[config.mk]
export PLATFORM = sky130hd
export DESIGN_NAME = sac_adc_ctrl
export DESIGN_NICKNAME = d
export VERILOG_FILES = /design/src/common/sac_pkg.sv /design/src/core/sac_adc_ctrl.sv /design/src/core/sac_wakeup_ctr.sv
export SDC_FILE = /design/constraint.sdc
export NUM_CORES = 1
export LEC_CHECK = 0
export ABC_AREA = 1
export BUFFER_PORTS_ARGS = -buffer_cell sky130_fd_sc_hd__buf_2
export CAP_MARGIN = 10
export CELL_PAD_IN_SITES_DETAIL_PLACEMENT = 0
export CELL_PAD_IN_SITES_GLOBAL_PLACEMENT = 1
export CORE_AREA = 2 2 101 103
export DETAILED_ROUTE_END_ITERATION = 16
export DIE_AREA = 0 0 103 105
export GPL_TIMING_DRIVEN = 0
export PLACE_DENSITY_LB_ADDON = 0.12
export SLEW_MARGIN = 20
export SYNTH_ARGS = -nofsm -noshare
export SYNTH_HDL_FRONTEND = slang
export SYNTH_HIERARCHICAL = 1
export SYNTH_SLANG_ARGS = --single-unit
export TNS_END_PERCENT = 30
[constraint.sdc]
create_clock -name clk -period 4.2 [get_ports clk]
set_clock_uncertainty 0.1 [all_clocks]
set_input_delay 0.42 -clock clk [delete_from_list [all_inputs] [get_ports clk]]
set_output_delay 0.42 -clock clk [all_outputs]
set_load 0.01 [all_outputs]
[src/common/sac_pkg.sv]
// shared constants and types for the converter trigger and channel control
//
// Behaviour
// - results are always eight bits; no ten or twelve bit modes exist
// - conversion clock is bus clock, bus clock halved, or local clock
// - the alternate conversion clock is absent; its code falls back to bus
// - with hardware triggering on, each wake-up counter overflow outside a conversion starts one
// - wake-up counter runs freely from external or 1 kHz source at set rate
// - hardware triggers start conversions in run mode and in stop mode
// - codes 0 to 11 pick pins; 29 picks high, 30 low reference
// - each pin channel has its own enable bit, pins 0..11 to bits 0..11
// - reserved codes 12 to 28 still convert, result value is undefined
// - stop mode conversions need both low-voltage enable bits set
// - only two pin enable registers exist, no third one
// - single or continuous; single returns idle, done flag and interrupt
// - compare against programmable value, less-than or at-least, flags
// - control write aborts, and with software triggering restarts unless channel code is all ones
// - all ones channel turns converter off, no extra continuous conversion
// - trigger select picks software write or hardware trigger input
// - done flag set per completion or true compare; write or read clears
package sac_pkg;

    // ------------------------------------------------------------------
    // clock and timing
    // ------------------------------------------------------------------
    localparam int unsigned CLK_HZ          = 200_000_000;
    localparam int unsigned INT_WAKE_HZ     = 1000;
    localparam int unsigned INT_WAKE_CYCLES = CLK_HZ / INT_WAKE_HZ;
    localparam int unsigned WAKE_DIV_W      = 18;
    localparam int unsigned WAKE_CNT_W      = 10;
    localparam logic [9:0]  WAKE_CNT_FULL   = 10'h3ff;
    localparam logic [2:0]  RATE_OFF        = 3'h0;
    localparam logic [2:0]  RATE_MAX        = 3'h7;

    // ------------------------------------------------------------------
    // conversion clock select codes
    // ------------------------------------------------------------------
    localparam logic [1:0] CK_BUS       = 2'h0;
    localparam logic [1:0] CK_BUS_DIV2  = 2'h1;
    localparam logic [1:0] CK_ALT       = 2'h2;
    localparam logic [1:0] CK_LOCAL     = 2'h3;
    localparam logic [1:0] LOCAL_DIV_LAST = 2'h3;

    // ------------------------------------------------------------------
    // channel codes and widths
    // ------------------------------------------------------------------
    localparam int unsigned NUM_PINS    = 12;
    localparam int unsigned RES_BITS    = 8;
    localparam logic [4:0] CH_REF_HIGH  = 5'h1d;
    localparam logic [4:0] CH_REF_LOW   = 5'h1e;
    localparam logic [4:0] CH_DISABLED  = 5'h1f;
    localparam logic [7:0] SAR_MSB      = 8'h80;
    localparam logic [7:0] RESULT_RESET = 8'h00;

    typedef enum logic [0:0] {
        ST_IDLE = 1'b0,
        ST_CONV = 1'b1
    } sac_state_type;

endpackage

[src/core/sac_adc_ctrl.sv]
// channel decode, conversion clocking, triggering and done-flag control
`timescale 1ns/1ps
`default_nettype none
module sac_adc_ctrl
    import sac_pkg::*;
#(
    parameter int unsigned INT_CYCLES = INT_WAKE_CYCLES
) (
    // clock and reset
    input  wire logic        clk,
    input  wire logic        rst,
    // first status-control register contents and write strobe
    input  wire logic        sc1_write,
    input  wire logic [4:0]  channel_select,
    input  wire logic        cont_enable,
    input  wire logic        int_enable,
    // second status-control and compare settings
    input  wire logic        trigger_type_select,
    input  wire logic        compare_function_enable,
    input  wire logic        compare_ge_mode,
    input  wire logic [7:0]  compare_value,
    // configuration
    input  wire logic [1:0]  clock_select,
    input  wire logic [7:0]  pin_analog_enable_reg_1,
    input  wire logic [3:0]  pin_analog_enable_reg_2,
    input  wire logic        result_low_read,
    // power management
    input  wire logic        stop_mode,
    input  wire logic        lowvolt_detect_enable,
    input  wire logic        lowvolt_detect_stop_enable,
    // periodic wake-up counter setup
    input  wire logic        wake_src_external,
    input  wire logic        external_reference_clock,
    input  wire logic [2:0]  periodic_rate_select,
    // analog core
    input  wire logic        sar_cmp_in,
    output logic [7:0]       sar_trial,
    output logic             sar_power,
    output logic [11:0]      pin_select,
    output logic             ref_high_select,
    output logic             ref_low_select,
    // status
    output logic             conversion_done_flag,
    output logic             conv_irq,
    output logic             conv_active,
    output logic [7:0]       result
);

    sac_state_type         state_q;
    logic [RES_BITS-1:0]   trial_q;
    logic [RES_BITS-1:0]   bit_q;
    logic [RES_BITS-1:0]   result_q;
    logic [NUM_PINS-1:0]   pin_sel_q;
    logic                  ref_high_q;
    logic                  ref_low_q;
    logic                  power_q;
    logic                  done_q;
    logic                  irq_q;
    logic [1:0]            div_q;
    logic                  hw_conversion_trigger;

    // ------------------------------------------------------------------
    // hardware trigger source
    // ------------------------------------------------------------------
    sac_wakeup_ctr #(
        .INT_CYCLES (INT_CYCLES)
    ) u_periodic_wakeup_counter (
        .clk                      (clk),
        .rst                      (rst),
        .wake_src_external        (wake_src_external),
        .external_reference_clock (external_reference_clock),
        .periodic_rate_select     (periodic_rate_select),
        .overflow                 (hw_conversion_trigger)
    );

    // ------------------------------------------------------------------
    // decode
    // ------------------------------------------------------------------
    wire [NUM_PINS-1:0] pin_enable =
        {pin_analog_enable_reg_2, pin_analog_enable_reg_1};
    wire [NUM_PINS-1:0] pin_hit;

    genvar gi;
    generate
        for (gi = 0; gi < NUM_PINS; gi++) begin : g_pin
            assign pin_hit[gi] = (channel_select == 5'(gi))
                && pin_enable[gi];
        end
    endgenerate

    wire ch_off     = channel_select == CH_DISABLED;
    wire ch_ref_hi  = channel_select == CH_REF_HIGH;
    wire ch_ref_lo  = channel_select == CH_REF_LOW;
    wire allowed    = !stop_mode
        || (lowvolt_detect_enable && lowvolt_detect_stop_enable);
    wire converting = state_q == ST_CONV;

    // alternate clock is not built, so its code runs at bus rate
    wire conv_tick =
        (clock_select == CK_BUS_DIV2) ? div_q[0] :
        (clock_select == CK_LOCAL)    ? (div_q == LOCAL_DIV_LAST) :
                                        1'b1;

    wire abort     = sc1_write || !allowed;
    wire last_bit  = bit_q[0];
    wire [RES_BITS-1:0] decided = sar_cmp_in ? trial_q : trial_q ^ bit_q;
    wire done_evt  = converting && conv_tick && last_bit && !abort;
    wire cmp_true  = compare_ge_mode ? (decided >= compare_value)
                                     : (decided <  compare_value);
    wire set_flag  = done_evt
        && (!compare_function_enable || cmp_true);
    wire clr_flag  = sc1_write || result_low_read;

    wire sw_start  = sc1_write && !ch_off && !trigger_type_select
        && allowed;
    wire hw_start  = hw_conversion_trigger && trigger_type_select
        && !ch_off && allowed && !sc1_write && !converting;
    wire restart   = done_evt && cont_enable && !ch_off && allowed;
    wire start     = sw_start || hw_start || restart;
    wire go_idle   = abort || done_evt || ch_off;

    // ------------------------------------------------------------------
    // conversion clock divider
    // ------------------------------------------------------------------
    always_ff @(posedge clk) begin
        if (rst) begin
            div_q <= 2'h0;
        end else begin
            div_q <= div_q + 2'h1;
        end
    end

    // ------------------------------------------------------------------
    // approximation sequencer
    // ------------------------------------------------------------------
    always_ff @(posedge clk) begin
        if (rst) begin
            state_q <= ST_IDLE;
            trial_q <= RESULT_RESET;
            bit_q   <= RESULT_RESET;
        end else if (start) begin
            state_q <= ST_CONV;
            trial_q <= SAR_MSB;
            bit_q   <= SAR_MSB;
        end else if (go_idle) begin
            state_q <= ST_IDLE;
            bit_q   <= RESULT_RESET;
        end else if (converting && conv_tick) begin
            trial_q <= decided | (bit_q >> 1);
            bit_q   <= bit_q >> 1;
        end
    end

    // reserved codes light no mux leg, so their result is meaningless
    always_ff @(posedge clk) begin
        if (rst) begin
            pin_sel_q  <= '0;
            ref_high_q <= 1'b0;
            ref_low_q  <= 1'b0;
            power_q    <= 1'b0;
        end else if (start) begin
            pin_sel_q  <= pin_hit;
            ref_high_q <= ch_ref_hi;
            ref_low_q  <= ch_ref_lo;
            power_q    <= 1'b1;
        end else if (go_idle) begin
            pin_sel_q  <= '0;
            ref_high_q <= 1'b0;
            ref_low_q  <= 1'b0;
            power_q    <= 1'b0;
        end
    end

    // ------------------------------------------------------------------
    // result and flags
    // ------------------------------------------------------------------
    always_ff @(posedge clk) begin
        if (rst) begin
            result_q <= RESULT_RESET;
        end else if (set_flag) begin
            result_q <= decided;
        end
    end

    // a completion landing on a clearing access still raises the flag
    always_ff @(posedge clk) begin
        if (rst) begin
            done_q <= 1'b0;
            irq_q  <= 1'b0;
        end else begin
            done_q <= set_flag | (done_q & ~clr_flag);
            irq_q  <= (set_flag | (done_q & ~clr_flag))
                & int_enable;
        end
    end

    assign sar_trial            = trial_q;
    assign sar_power            = power_q;
    assign pin_select           = pin_sel_q;
    assign ref_high_select      = ref_high_q;
    assign ref_low_select       = ref_low_q;
    assign conversion_done_flag = done_q;
    assign conv_irq             = irq_q;
    assign conv_active          = converting;
    assign result               = result_q;
endmodule
`default_nettype wire

[src/core/sac_wakeup_ctr.sv]
// free-running periodic wake-up counter that issues the hardware trigger
`timescale 1ns/1ps
`default_nettype none
module sac_wakeup_ctr
    import sac_pkg::*;
#(
    parameter int unsigned INT_CYCLES = INT_WAKE_CYCLES
) (
    // clock and reset
    input  wire logic       clk,
    input  wire logic       rst,
    // source and rate
    input  wire logic       wake_src_external,
    input  wire logic       external_reference_clock,
    input  wire logic [2:0] periodic_rate_select,
    // trigger out
    output logic            overflow
);

    logic                  ext_meta_q;
    logic                  ext_sync_q;
    logic                  ext_prev_q;
    logic [WAKE_DIV_W-1:0] int_cnt_q;
    logic [WAKE_CNT_W-1:0] wcnt_q;
    logic                  ovf_q;

    wire ext_tick = ext_sync_q & ~ext_prev_q;
    wire int_tick = int_cnt_q == WAKE_DIV_W'(INT_CYCLES - 1);
    wire src_tick = wake_src_external ? ext_tick : int_tick;
    wire [WAKE_CNT_W-1:0] rate_mask =
        WAKE_CNT_FULL >> (RATE_MAX - periodic_rate_select);
    wire at_top = (wcnt_q & rate_mask) == rate_mask;
    wire running = periodic_rate_select != RATE_OFF;

    // reference clock is slow and foreign: two flops before edge detection
    always_ff @(posedge clk) begin
        if (rst) begin
            ext_meta_q <= 1'b0;
            ext_sync_q <= 1'b0;
            ext_prev_q <= 1'b0;
        end else begin
            ext_meta_q <= external_reference_clock;
            ext_sync_q <= ext_meta_q;
            ext_prev_q <= ext_sync_q;
        end
    end

    always_ff @(posedge clk) begin
        if (rst || int_tick) begin
            int_cnt_q <= '0;
        end else begin
            int_cnt_q <= int_cnt_q + 1'b1;
        end
    end

    always_ff @(posedge clk) begin
        if (rst || !running) begin
            wcnt_q <= '0;
        end else if (src_tick) begin
            wcnt_q <= at_top ? '0 : wcnt_q + 1'b1;
        end
    end

    always_ff @(posedge clk) begin
        if (rst) begin
            ovf_q <= 1'b0;
        end else begin
            ovf_q <= src_tick && running && at_top;
        end
    end

    assign overflow = ovf_q;
endmodule
`default_nettype wire

==> key figures <==
Place
  • Placed cells: 765
  • Detailed placement HPWL: 7450 µm
  • I/O Buffers: 78
  • GP Congestion: 0.809
  • Placed Instance Area: 0.00452 mm²

STA
  • Worst slew margin: 64.7%
  • Hold Fails Final Rpt: 0
  • Period utilization: 60.3%
  • Final Max Slew Viols: 0
  • RSZ-0062 raised after global routing: no
  • Minimum clock period: 2.53 ns
  • Fmax: 395 MHz
  • Setup tns final: 0 ns
  • Slew @ Worst Pin: 0.530 ns
  • # setup viols final: 0

Layout
  • Fin cells: 781
  • Most frequent cells in the layout: nand2_1, buf_2, dfxtp_1
  • Fill cells: 1020
  • Nets: 699
  • Area Growth Syn to Fin: 19.5%
  • Share of cells above drive strength 1: 20.8%
  • Post-route cell area: 0.00474 mm²
  • Antenna Cells: 0
  • Most common cell after layout, fill and taps aside: nand2_1

Yosys
  • Top-area cell type share of the netlist area: 37.9%
  • Cell taking the most area after synthesis: dfxtp_1
  • Post-synth ARST share: 0%
  • Sequential area share after synthesis: 37.9%
  • FF+latch count, synth: 75
  • Gate Count Post-Synth: 554
  • Post-synth top flop: dfxtp_1
  • Post-synth EDFFs: 0
  • Syn Nets: 610
  • Area of the mapped netlist: 0.00396 mm²
  • Number of distinct library cells after synthesis: 39
  • Ys Warns: 6
  • Syn avg cell area: 7.15 µm²
  • Top post-synthesis cells by area: dfxtp_1, nand2_1, inv_1, nor2_1, nand4_1

Floorplanning
  • Die width: 103 µm
  • Core Region: 0.00964 mm²
  • Initial core utilization: 41.1%
  • Top-level I/O count: 79
  • Core Rows: 36
  • Full die area: 0.0108 mm²
  • Die Y: 105 µm

Clock network
  • Clk slew on worst S/H paths: 0.08 ns
  • Hold_buf cts: 0
  • CTS buffer count: 9
  • CTS Sinks: 75
  • CTS tree: built
  • Setup Fix Bufs, Post-CTS: 0
  • Worst-Skew Late Latency: 0.35 ns
  • Clock Tree Root: clkbuf_8
  • Clock buffer depth: 2
  • Htree depth: 3
  • Post_cts resized: 0

Worst setup path
  • Origin of the critical flop-to-flop path: bit_q[7]
  • Worst path required time: 4.35 ns
  • Slowest CP cell: xor2_1
  • Critical path cell sequence: buf_2, inv_1, nand2_1, xor2_1, ha_1, a21o_1, nor2_1, nand2_1, nand2_1, nand3_2, buf_2, a21oi_1, nor2_1
  • CP most frequent cell: nand2_1
  • Largest delay share family, worst path: buffers and inverters
  • Critical path launch point: sar_cmp_in
  • Startpoint Class: primary input
  • Worst Setup End Kind: flip-flop
  • Critical path class: primary input to flip-flop
  • Crit path max fanout: 10
  • WP data arrival: 2.68 ns
  • Worst path max stage delay: 0.40 ns
  • Worst Path Buf+Inv: 3

Hold path
  • Worst hold start: external_reference_clock
  • Worst Hold Class: primary input to flip-flop

Run status
  • Run status: completed

Power and ir drop
  • Cell Pwr Density: 307 mW/mm²
  • Peak supply drop: 0.144 mV
  • Static Leak: 2.18 nW
  • Tot Pwr: 1.46 mW

Flow run
  • Maxcap violations: 0

Global route
  • Overall routing resource usage: 19.5%
  • Congestion Overflow GR: 0
  • Vias in the first global route: 3611
  • First-pass GRT wire length: 16900 µm
  • Initial antenna violation count: 0
  • Largest net degree at the start of global routing: 14

Detailed routing
  • Via Count: 3886
  • Number of nets with antenna violations after routing: 0
  • Initial detailed-routing violation count: 199
  • WL per Instance: 12.8 µm
  • Drt pass-1 iters: 4
  • Final wirelength: 9980 µm
  • DRC: 0
  • Vias/cell: 4.98
-- final cells by class --
type	count	area, µm²	share of cell area, %
Inverter	72	270	5.71
Clock inverter	7	92.6	1.95
Tap cell	133	166	3.51
Clock buffer	9	124	2.61
Buffer	11	73.8	1.56
Timing Repair Buffer	78	390	8.24
Sequential cell	75	1500	31.7
Multi-Input combinational cell	396	2120	44.7
-- cell families after synthesis --
group,share of synthesized area [%]
simple gates,37.8
flops,37.9
fa+ha+maj,3.47
buf+inv,8.68
compound gates,9.79
xor+xnor,2.43
-- cells in the mapped netlist (all sizes together), types with 3 or more instances --
cell type / n
dfxtp: 75
nand3b: 13
xnor2: 3
o211ai: 8
nand2: 127
buf: 8
nor3: 10
a21oi: 36
xor2: 8
clkbuf: 3
nor3b: 3
inv: 72
or2: 3
o21ai: 20
o21a: 3
ha: 11
nand4: 36
nand3: 39
nor2: 72
-- stage by stage --
step	setup slack [ns]	hold slack, ns	utilization [%]
6_report	1.67	0.173	49.1
2_1_floorplan	2.02	0.288	-
4_1_cts	1.71	0.164	49.1
3_3_place_gp	1.31	0.293	46.9
3_5_place_dp	1.35	0.299	46.9
5_1_grt	1.49	0.163	49.1
-- power breakdown --
group	internal [mW]	switching [mW]	leakage [nW]
clock	0.332	0.283	0.101
sequential	0.718	0.00500	0.606
combinational	0.0423	0.0751	1.48
-- metal layers --
| metal | GRT usage (%) | wire, µm |
|---|---|---|
| met3 | 3.08 | 325 |
| met1 | 25.9 | 4670 |
| met2 | 31.3 | 4850 |
| met4 | 7.71 | 138 |
| met5 | 0 | 0 |
-- state kept, by name (all words and copies together) (netlist names), 2 cells and up --
| signal | flops |
|---|---|
| u_periodic_wakeup_counter/int_cnt_q | 18 |
| pin_select | 12 |
| u_periodic_wakeup_counter/wcnt_q | 10 |
| bit_q | 8 |
| result | 8 |
| sar_trial | 8 |
| div_q | 2 |
-- worst paths after layout --
path                                                              to  slack [ns]  cells after the start
worst max register to register                             result[3]        1.78                     11
worst min-delay path            u_periodic_wakeup_counter/ext_meta_q        0.17                      3
worst max-delay path                                       result[3]        1.67                     13
worst min register to register  u_periodic_wakeup_counter/ext_sync_q        0.31                      2
-- worst register-to-register path, stage by stage, from the launching register on --
cell and delay [ns]:
dfxtp_1 0.36, nand2_1 0.07, xor2_1 0.40, ha_1 0.34, a21o_1 0.18, nor2_1 0.14
nand2_1 0.07, nand2_1 0.06, nand3_2 0.15, buf_2 0.24, a21oi_1 0.16, nor2_1 0.06
Power figures use the tool's default switching activity.
